## src/css_map.svh

```systemverilog
// Register map, field positions and reset values of the clock switch block
// Functional notes
// Current register bits 6-4 report active source
// Current register bits 3-0 report active divider
// Reset makes current settings equal requested ones
// Source codes 111,110,101,010,001; others reserved
// Divider codes 0-9 divide by powers of two
// Hold set suspends switch, interrupt when ready
// Hold clear when ready rises performs switch
// Done flag reads one when settings match
// New-ready flag: switch pending and oscillator ready
// Ready flags at bits 7,6,5,4,2 per oscillator
// PLL ready needs enable, input ready, lock
// Force-on bits 7,6,5,4,2 keep oscillators running
// Unimplemented bits read as zero
// Current register holds power-on settings at start
// Switch updates current, sets done, clears new-ready
// New-ready and switch interrupt flag set together
// Software releases hold or abandons held switch
// Current settings never show reserved encodings
`ifndef CSS_MAP_SVH
`define CSS_MAP_SVH
// =====================================================
// Register offsets
`define CSS_OFF_REQUEST 8'h00
`define CSS_OFF_CURRENT 8'h04
`define CSS_OFF_SWITCH 8'h08
`define CSS_OFF_READY 8'h0C
`define CSS_OFF_FORCE 8'h10
`define CSS_OFF_INT_STATUS 8'h14
`define CSS_OFF_INT_MASK 8'h18
// =====================================================
// Field positions
`define CSS_SRC_MSB 6
`define CSS_SRC_LSB 4
`define CSS_DIV_MSB 3
`define CSS_DIV_LSB 0
`define CSS_HOLD_BIT 7
`define CSS_DONE_BIT 4
`define CSS_NEWRDY_BIT 3
`define CSS_RDY_EXT 7
`define CSS_RDY_HF 6
`define CSS_RDY_MF 5
`define CSS_RDY_LF 4
`define CSS_RDY_FRC 2
`define CSS_RDY_PLL 0
`define CSS_READY_MASK 8'hF5
`define CSS_FORCE_MASK 8'hF4
`define CSS_INT_SWITCH 0
// =====================================================
// Values
`define CSS_DIV_MAX 4'h9
`define CSS_DEF_SRC 3'h6
`define CSS_DEF_DIV 4'h2
`endif

```

## src/css_pkg.sv

```systemverilog
// Types shared by the clock switch status and control block
package css_pkg;
    typedef enum logic [2:0]
    {
        CSS_SRC_EXT = 3'b111,
        CSS_SRC_HF = 3'b110,
        CSS_SRC_LF = 3'b101,
        CSS_SRC_EXT_PLL = 3'b010,
        CSS_SRC_HF_PLL = 3'b001
    } css_source_type;

    typedef struct packed
    {
        logic [7:0] sync1;
        logic [7:0] sync2;
        logic [7:0] sync3;
        logic [7:0] ready;
        logic started;
        logic [2:0] req_src;
        logic [3:0] req_div;
        logic [2:0] cur_src;
        logic [3:0] cur_div;
        logic [9:0] cur_ratio;
        logic hold;
        logic new_ready;
        logic [7:0] force_on;
        logic [7:0] osc_en;
        logic int_status;
        logic int_mask;
        logic irq;
        logic [31:0] rdata;
    } css_state_type;
endpackage : css_pkg

```

## src/css_clock_switch.sv

```systemverilog
// Clock switch status and control block with APB register access
`timescale 1ns/100ps
`include "css_map.svh"
module css_clock_switch
#(
    parameter int ADDR_W = 8
)
(
    input wire logic CLK,
    input wire logic ARST_N,
    input wire logic PSEL,
    input wire logic PENABLE,
    input wire logic PWRITE,
    input wire logic [ADDR_W-1:0] PADDR,
    input wire logic [31:0] PWDATA,
    output logic [31:0] PRDATA,
    output logic PREADY,
    output logic PSLVERR,
    input wire logic [2:0] RESET_SOURCE,
    input wire logic [3:0] RESET_DIVIDER,
    input wire logic EXT_READY,
    input wire logic HF_READY,
    input wire logic MF_READY,
    input wire logic LF_READY,
    input wire logic FRC_READY,
    input wire logic PLL_LOCK,
    output css_pkg::css_source_type SYS_SOURCE,
    output logic [3:0] SYS_DIVIDER,
    output logic [9:0] SYS_DIV_RATIO,
    output logic EXT_ENABLE,
    output logic HF_ENABLE,
    output logic MF_ENABLE,
    output logic LF_ENABLE,
    output logic FRC_ENABLE,
    output logic PLL_ENABLE,
    output logic IRQ
);
    import css_pkg::*;

    initial
    begin
        if (ADDR_W < 5)
            $error("ADDR_W too small for register map");
    end

    // =====================================================
    // Encoding helpers
    function automatic logic src_valid(input logic [2:0] s);
        return s == CSS_SRC_EXT || s == CSS_SRC_HF || s == CSS_SRC_LF
            || s == CSS_SRC_EXT_PLL || s == CSS_SRC_HF_PLL;
    endfunction : src_valid

    function automatic logic div_valid(input logic [3:0] d);
        return d <= `CSS_DIV_MAX;
    endfunction : div_valid

    function automatic logic [9:0] div_ratio(input logic [3:0] d);
        return 10'(1) << d;
    endfunction : div_ratio

    // Oscillators that a source code draws on, in ready-register layout
    function automatic logic [7:0] src_needs(input logic [2:0] s);
        logic [7:0] n;
        n = '0;
        unique case (s)
            CSS_SRC_EXT: n[`CSS_RDY_EXT] = 1'b1;
            CSS_SRC_HF: n[`CSS_RDY_HF] = 1'b1;
            CSS_SRC_LF: n[`CSS_RDY_LF] = 1'b1;
            CSS_SRC_EXT_PLL:
            begin
                n[`CSS_RDY_EXT] = 1'b1;
                n[`CSS_RDY_PLL] = 1'b1;
            end
            CSS_SRC_HF_PLL:
            begin
                n[`CSS_RDY_HF] = 1'b1;
                n[`CSS_RDY_PLL] = 1'b1;
            end
            default: n = '0;
        endcase
        return n;
    endfunction : src_needs

    function automatic logic src_ready(input logic [2:0] s, input logic [7:0] r);
        return src_valid(s) && ((src_needs(s) & r) == src_needs(s));
    endfunction : src_ready

    function automatic logic is_pll(input logic [2:0] s);
        return src_needs(s)[`CSS_RDY_PLL];
    endfunction : is_pll

    css_state_type s;
    css_state_type n;

    logic [7:0] addr;
    logic hit;
    logic wr;
    logic rd_setup;
    logic in_prog;
    logic switching;
    logic pll_in_ok;
    logic [2:0] pll_src;
    logic [7:0] flags;
    logic int_set;
    logic int_clr;
    logic [2:0] w_src;
    logic [3:0] w_div;

    assign addr = 8'(PADDR);
    assign hit = addr == `CSS_OFF_REQUEST || addr == `CSS_OFF_CURRENT
        || addr == `CSS_OFF_SWITCH || addr == `CSS_OFF_READY
        || addr == `CSS_OFF_FORCE || addr == `CSS_OFF_INT_STATUS
        || addr == `CSS_OFF_INT_MASK;

    // =====================================================
    // Next-state logic
    always_comb
    begin
        n = s;
        wr = PSEL && PENABLE && PWRITE;
        rd_setup = PSEL && !PENABLE && !PWRITE;
        w_src = PWDATA[`CSS_SRC_MSB:`CSS_SRC_LSB];
        w_div = PWDATA[`CSS_DIV_MSB:`CSS_DIV_LSB];
        in_prog = {s.req_src, s.req_div} != {s.cur_src, s.cur_div};
        switching = s.started && s.new_ready && !s.hold;
        // PLL input follows the running setting while it uses the PLL
        pll_src = is_pll(s.cur_src) ? s.cur_src : s.req_src;
        pll_in_ok = ((src_needs(pll_src) & s.ready) & ~8'(1))
            == (src_needs(pll_src) & ~8'(1));
        flags = s.ready;
        flags[`CSS_RDY_PLL] = s.ready[`CSS_RDY_PLL] && s.osc_en[`CSS_RDY_PLL]
            && pll_in_ok;

        // Three-stage input filter: accept a level once the last two stages agree
        n.sync1 = 8'(0);
        n.sync1[`CSS_RDY_EXT] = EXT_READY;
        n.sync1[`CSS_RDY_HF] = HF_READY;
        n.sync1[`CSS_RDY_MF] = MF_READY;
        n.sync1[`CSS_RDY_LF] = LF_READY;
        n.sync1[`CSS_RDY_FRC] = FRC_READY;
        n.sync1[`CSS_RDY_PLL] = PLL_LOCK;
        n.sync2 = s.sync1;
        n.sync3 = s.sync2;
        for (int i = 0; i < 8; i++)
        begin
            if (s.sync2[i] == s.sync3[i])
                n.ready[i] = s.sync3[i];
        end

        int_set = 1'b0;
        int_clr = 1'b0;
        if (!s.started)
        begin
            // Straps captured after release; reserved straps fall back
            n.started = 1'b1;
            if (src_valid(RESET_SOURCE) && div_valid(RESET_DIVIDER))
            begin
                n.req_src = RESET_SOURCE;
                n.req_div = RESET_DIVIDER;
            end
            else
            begin
                n.req_src = `CSS_DEF_SRC;
                n.req_div = `CSS_DEF_DIV;
            end
            n.cur_src = n.req_src;
            n.cur_div = n.req_div;
            n.cur_ratio = div_ratio(n.req_div);
            n.new_ready = 1'b0;
        end
        else
        begin
            n.new_ready = in_prog && src_ready(s.req_src, flags)
                && !switching;
            int_set = n.new_ready && !s.new_ready;
            if (switching)
            begin
                n.cur_src = s.req_src;
                n.cur_div = s.req_div;
                n.cur_ratio = div_ratio(s.req_div);
            end
            if (wr)
            begin
                unique case (addr)
                    `CSS_OFF_REQUEST:
                    begin
                        // Reserved requests leave both fields untouched
                        if (src_valid(w_src) && div_valid(w_div))
                        begin
                            n.req_src = w_src;
                            n.req_div = w_div;
                        end
                    end
                    `CSS_OFF_SWITCH: n.hold = PWDATA[`CSS_HOLD_BIT];
                    `CSS_OFF_FORCE: n.force_on = PWDATA[7:0] & `CSS_FORCE_MASK;
                    `CSS_OFF_INT_STATUS: int_clr = PWDATA[`CSS_INT_SWITCH];
                    `CSS_OFF_INT_MASK: n.int_mask = PWDATA[`CSS_INT_SWITCH];
                    default: n.int_mask = s.int_mask;
                endcase
            end
        end

        // Set beats clear so an event during the clear write survives
        n.int_status = (s.int_status && !int_clr) || int_set;
        n.irq = n.int_status && n.int_mask;
        n.osc_en = n.force_on | src_needs(n.req_src) | src_needs(n.cur_src);

        if (rd_setup)
        begin
            n.rdata = '0;
            unique case (addr)
                `CSS_OFF_REQUEST:
                    n.rdata[`CSS_SRC_MSB:0] = {s.req_src, s.req_div};
                `CSS_OFF_CURRENT:
                    n.rdata[`CSS_SRC_MSB:0] = {s.cur_src, s.cur_div};
                `CSS_OFF_SWITCH:
                begin
                    n.rdata[`CSS_HOLD_BIT] = s.hold;
                    n.rdata[`CSS_DONE_BIT] = !in_prog;
                    n.rdata[`CSS_NEWRDY_BIT] = s.new_ready;
                end
                `CSS_OFF_READY: n.rdata[7:0] = flags & `CSS_READY_MASK;
                `CSS_OFF_FORCE: n.rdata[7:0] = s.force_on;
                `CSS_OFF_INT_STATUS: n.rdata[`CSS_INT_SWITCH] = s.int_status;
                `CSS_OFF_INT_MASK: n.rdata[`CSS_INT_SWITCH] = s.int_mask;
                default: n.rdata = '0;
            endcase
        end
    end

    // =====================================================
    // State register
    always_ff @(posedge CLK or negedge ARST_N)
    begin
        if (!ARST_N)
            s <= '0;
        else
            s <= n;
    end

    // =====================================================
    // Outputs
    assign PRDATA = s.rdata;
    assign PREADY = 1'b1;
    assign PSLVERR = PSEL && PENABLE && !hit;
    assign SYS_SOURCE = css_source_type'(s.cur_src);
    assign SYS_DIVIDER = s.cur_div;
    assign SYS_DIV_RATIO = s.cur_ratio;
    assign EXT_ENABLE = s.osc_en[`CSS_RDY_EXT];
    assign HF_ENABLE = s.osc_en[`CSS_RDY_HF];
    assign MF_ENABLE = s.osc_en[`CSS_RDY_MF];
    assign LF_ENABLE = s.osc_en[`CSS_RDY_LF];
    assign FRC_ENABLE = s.osc_en[`CSS_RDY_FRC];
    assign PLL_ENABLE = s.osc_en[`CSS_RDY_PLL];
    assign IRQ = s.irq;
endmodule : css_clock_switch

```

## config.mk

```make
export PLATFORM = sky130hd
export DESIGN_NAME = css_clock_switch
export DESIGN_NICKNAME = d
export VERILOG_FILES = /design/src/css_pkg.sv /design/src/css_clock_switch.sv
export VERILOG_INCLUDE_DIRS = /design/src
export SDC_FILE = /design/constraint.sdc
export NUM_CORES = 1
export LEC_CHECK = 0
export BUFFER_PORTS_ARGS = -buffer_cell sky130_fd_sc_hd__buf_2
export CELL_PAD_IN_SITES_DETAIL_PLACEMENT = 0
export CELL_PAD_IN_SITES_GLOBAL_PLACEMENT = 1
export CORE_MARGIN = 10
export CORE_UTILIZATION = 39
export CTS_BUF_LIST = sky130_fd_sc_hd__clkbuf_16
export DETAILED_ROUTE_END_ITERATION = 8
export PLACE_DENSITY = 0.92
export SLEW_MARGIN = 20
export SYNTH_ARGS = -nofsm -noshare
export SYNTH_HDL_FRONTEND = slang
export SYNTH_SLANG_ARGS = --single-unit
```

## constraint.sdc

```tcl
create_clock -name CLK -period 3.15 [get_ports CLK]
set_clock_uncertainty 0.15 [all_clocks]
set_input_delay 0.945 -clock CLK [delete_from_list [all_inputs] [get_ports CLK]]
set_output_delay 0.945 -clock CLK [all_outputs]
set_load 0.05 [all_outputs]
```

# Word level (Yosys, flattened, before mapping)
# Index checks and enable logic that the tools add are counted.
dict set report totals {
  regBits 78
  latch_bits 0
  mem_bits_rw 0
  romBits 0
  inputBits 58
  output_inout_bits 58
  n_memories 0
}
dict set report op_classes {
  addsub 0
  n_mul 0
  div_mod_pow 0
  order_cmp 2
  eq_ne 51
  shifts 2
  muxes 47
  n_bitwise 4
  reduce_logical 60
}
# op count
set op_table {}
lappend op_table {{3-bit == test, second input constant} 18}
lappend op_table {{7-bit 2-to-1 mux} 5}
lappend op_table {{1-bit 2-to-1 mux} 30}
lappend op_table {{2-bit OR reduction} 13}
lappend op_table {{8-bit by 5-bit == test with 1-bit output, second input constant} 3}
lappend op_table {{24-bit 2-to-1 mux} 1}
lappend op_table {{8-bit 2-to-1 mux} 3}
lappend op_table {{3-bit by 1-bit == test with 1-bit output, second input constant} 7}
lappend op_table {{3-bit by 2-bit == test with 1-bit output, second input constant} 7}
lappend op_table {{1-bit by 4-bit left shift with 10-bit output, first input constant} 2}
lappend op_table {{1-bit logical OR} 19}
lappend op_table {{1-bit logical AND} 17}
lappend op_table {{17-bit 2-to-1 mux} 1}
lappend op_table {{8-bit bitwise AND} 2}
lappend op_table {{8-bit by 4-bit == test with 1-bit output, second input constant} 2}
lappend op_table {{8-bit bitwise OR} 2}
lappend op_table {{2-bit one-hot mux with 4 select lines} 2}
lappend op_table {{2-bit one-hot mux with 5 select lines} 1}
lappend op_table {{8-bit by 3-bit == test with 1-bit output, second input constant} 1}
lappend op_table {{8-bit == test} 1}
lappend op_table {{4-bit less-or-equal comparator, second input constant} 2}
lappend op_table {{1-bit logical NOT} 8}
lappend op_table {{8-bit logical NOT} 1}
lappend op_table {{2-bit by 1-bit != test with 1-bit output, second input constant} 4}
lappend op_table {{other kinds (7)} 14}

# Logic depth before layout (Yosys ltp)
dict set report logic_depth {
  word_depth 19
  depth_mapped 8
  mapped_depth_nobuf 6
}

# Least setup slack after synthesis
# OpenSTA, ideal clock, no wires.
dict set report synth_path {
  kind {input port to output port}
  start {in PADDR[3]}
  end {out PSLVERR}
  t_arrival_ns 2.126
  required_time_ns 2.055
  path_slack_ns -0.071
  cell_stages 3
  cell_sequence {clkbuf_1 > nand3_1 > a21oi_1}
}
dict set report synth_between {
  elab_chain_cells 9
  word_cells_on_any_way 15
  classes_between {6 x eq/ne; 9 x reduce/logical}
}
# item line_no
set synth_rtl {}
lappend synth_rtl {{from (decl)} css_clock_switch.sv:14} ;# input wire logic [ADDR_W-1:0] PADDR,
lappend synth_rtl {{8-bit by 3-bit == test with 1-bit output or 8-bit logical NOT (tied branches)} -}
lappend synth_rtl {{1-bit logical OR (no source line) (5 in series)} -}
lappend synth_rtl {{1-bit logical OR (no source line) *} -}
lappend synth_rtl {{1-bit logical NOT *} css_clock_switch.sv:245} ;# assign PSLVERR = PSEL && PENABLE && !hit;
lappend synth_rtl {{1-bit logical AND *} css_clock_switch.sv:245}
lappend synth_rtl {{to (decl)} css_clock_switch.sv:18} ;# output logic PSLVERR,
# Mark *: on every way between the ends. The rest lies on a longest branch, timed or not.

# Final worst setup path
dict set report layout_path {
  start {in PADDR[5]}
  end {out PSLVERR}
}
# Same word-level chain as after synthesis.

==> results.py <==
metrics = {
    "setup_path": {
        "critPathMostFrequentCell": "buf_2",
        "critPathArrivalTime_ns": 1.92,
        "crit_buf_inv": 2,
        "cp_cell_sequence": "buf_2 > or3_1 > nor3_2 > a21oi_2 > buf_2",
        "worst_setup_path_end_kind": "primary output",
        "cpLargestDelayFamily": "simple AND/OR/NAND/NOR gates",
        "cpPeakStageDelay_ns": 0.40,
        "critPathSlowestCell": "or3_1",
        "cp_max_fo": 3,
        "setup.worst_path.start_class": "primary input",
        "critPathKind": "primary input to primary output",
        "required_ns": 2.05,
    },
    "floorplanning": {
        "ios": 116,
        "core_region_area_um2": 9730,
        "initial_utilization": 0.397,
        "die_area_um2": 14300,
        "die_y_um": 120,
        "die_w_um": 120,
        "rows": 36,
    },
    "synthesis": {
        "ys_warn_count": 0,
        "synth.avg_cell_area_um2": 9.98,
        "async_flop_share": 1.00,
        "synth_edf_count": 0,
        "ys_seq_area_frac": 0.466,
        "syn_inst": 387,
        "synth_ff_type": "dfrtp_1",
        "synth.distinct_cells": 57,
        "syn_area_um2": 3860,
        "synth_seq_cells": 72,
    },
    "global_route": {
        "grt_pass1_wl_um": 15700,
        "grtUsageTotal": 0.137,
        "grt_pass1_vias": 3000,
        "grt_overflow": 0,
        "antenna_found_initial": 0,
        "grt_max_degree": 30,
    },
    "timing": {
        "fin_crit_ns": 3.01,
        "worst_pin_slew_ns": 0.491,
        "max-slew-margin-rel": 0.669,
        "finalSetupViolations": 0,
        "finalHoldViolations": 0,
        "slew_violations": 0,
        "rsz0062_at_grt": "no",
        "fin_setup_tns_ns": 0,
        "max_freq_ghz": 0.332,
        "fin_crit_sh": 0.957,
        "setup_ws_ns": 0.135,
    },
    "clocking": {
        "clock_latency_ns": 0.33,
        "cts_tree": "yes",
        "clock_sinks": 72,
        "cts_inserted_buffers": 9,
        "clk_path_buf_depth": 2,
        "cts_resized": 0,
        "cts_post_setup_buffers_inserted": 0,
        "holdBufCountCts": 0,
        "cts-htree-levels": 3,
        "clock-root-buffer": "clkbuf_16",
        "clk_pin_slew_ns": 0.05,
    },
    "cells_and_area": {
        "antenna_cells": 0,
        "drive_above_1_share": 0.238,
        "area.growth.synth_to_final_pct": 12.1,
        "final_cell_mix": "72 x dfrtp_1, 66 x buf_2, 26 x conb_1, 23 x nand2_1",
        "fin_nets": 489,
        "final_common_cell": "dfrtp_1",
    },
    "pwr": {
        "p_clk_frac": 0.342,
        "p_sw_frac": 0.331,
        "p_int_mw": 1.66,
        "combinationalPowerShare": 0.220,
        "power_per_cell_area_nw_per_um2": 571,
        "switchingPower_uw": 819,
        "p_leak_nw": 2.01,
        "irDropWorstVdd_mv": 0.270,
        "p_seq_frac": 0.438,
    },
    "routing": {
        "postRouteAntennaNets": 0,
        "wl_um": 9700,
        "route.detailed.drc": 0,
        "drt-pass1-iter-count": 5,
        "wl_per_cell_um": 17.1,
        "drtIter0Drc": 210,
        "vias": 2974,
        "vias_per_cell": 5.25,
    },
    "hold_path": {
        "hold_class": "flop to flop",
    },
    "place": {
        "numPortBuffers": 66,
        "hpwl_um": 7500,
        "post-place-ws_ns": 0.0555,
        "finalWeightedCongestion": 0.876,
    },
    "flow_run": {
        "maxCapViolations": 0,
    },
    "outcome": {
        "status": "finished, final reports clean",
    },
}
[registers in the layout, summed over array words and instances (netlist names)]
signal	flops
IRQ	1
SYS_SOURCE	3
flags	5
MF_ENABLE	1
SYS_DIV_RATIO	10
PLL_ENABLE	1
PRDATA	8
HF_ENABLE	1
s	23
SYS_DIVIDER	4
LF_ENABLE	1
n	12
FRC_ENABLE	1
EXT_ENABLE	1
[worst paths after layout]
check / from / end / slack (ns) / depth (start not counted)
min in group asynchronous: ARST_N / SYS_DIV_RATIO[5]$_DFFE_PN0P_ / 0.38 / 1
setup / recovery: PADDR[5] / PSLVERR / 0.14 / 5
hold reg to reg: n[101]$_DFF_PN0_ / n[93]$_DFF_PN0_ / 0.20 / 0
max in group asynchronous: ARST_N / PRDATA[2]$_DFFE_PN0P_ / 1.77 / 2
hold / removal: n[101]$_DFF_PN0_ / n[93]$_DFF_PN0_ / 0.20 / 0
setup reg to reg: SYS_SOURCE[0]$_DFF_PN0_ / IRQ$_DFF_PN0_ / 0.76 / 6
[layer usage]
layer,vias to the layer above,track usage,share of wire
met2,101,0.227,0.50
met4,0,0.0558,0.020
met1,1466,0.166,0.43
met5,-,0,0
li1,1392,-,-
met3,15,0.0347,0.052
[logic make-up (layout without fill, tap and decap cells)]
| group | count (synthesis) | after routing | synth area share |
|---|---|---|---|
| simple gates | 109 | 109 | 0.155 |
| fa+ha+maj | 6 | 6 | 0.0155 |
| buf+inv | 79 | 101 | 0.128 |
| mux | 21 | 21 | 0.0586 |
| other cells | 2 | 26 | 0.00194 |
| compound gates | 86 | 86 | 0.147 |
| flops | 72 | 72 | 0.466 |
| xor+xnor | 12 | 12 | 0.0272 |
[cell type report]
| class | count | area (um^2) |
|---|---|---|
| Fill cell | 965 | 5400 |
| Sequential cell | 72 | 1800 |
| Multi-Input combinational cell | 260 | 1670 |
| Timing Repair Buffer | 78 | 420 |
| Clock buffer | 9 | 225 |
| Tap cell | 133 | 166 |
| Inverter | 10 | 37.5 |
| Clock inverter | 4 | 15.0 |
[power groups by stage]
stage | registers, mW | clock network (mW) | logic [mW]
CTS | 1.08 | 0.859 | 0.549
detailed placement | 1.10 | 0 | 0.547
finish | 1.08 | 0.847 | 0.545
global placement | 1.09 | 0 | 0.540
floorplan | 1.09 | 0 | 0.460
global route | 1.09 | 0.903 | 0.587
[cells in the mapped netlist, drive strengths merged, types with 8 or more instances]
cell type | number | share of area
a21oi | 22 | 0.028
buf | 53 | 0.10
nand2 | 24 | 0.025
mux2i | 14 | 0.036
a31oi | 8 | 0.013
o21ai | 20 | 0.026
clkbuf | 16 | 0.016
nand3 | 8 | 0.010
inv | 10 | 0.0097
nor2 | 21 | 0.020
dfrtp | 72 | 0.47
nor3 | 8 | 0.013
[metrics by stage]
| stage | utilization | power (mW) | hold slack, ns | area [um^2] | cells |
|---|---|---|---|---|---|
| 6_report | 0.445 | 2.48 | 0.198 | 4330 | 566 |
| 5_1_grt | 0.445 | 2.58 | 0.201 | 4330 | 566 |
| 4_1_cts | 0.445 | 2.49 | 0.200 | 4330 | 566 |
| 3_5_place_dp | 0.420 | 1.64 | 0.187 | 4090 | 553 |
| 3_3_place_gp | 0.420 | 1.63 | 0.186 | 4090 | 553 |
| 2_1_floorplan | - | 1.55 | 0.181 | 3960 | 411 |
No activity file was read; power rests on OpenSTA's default activity.
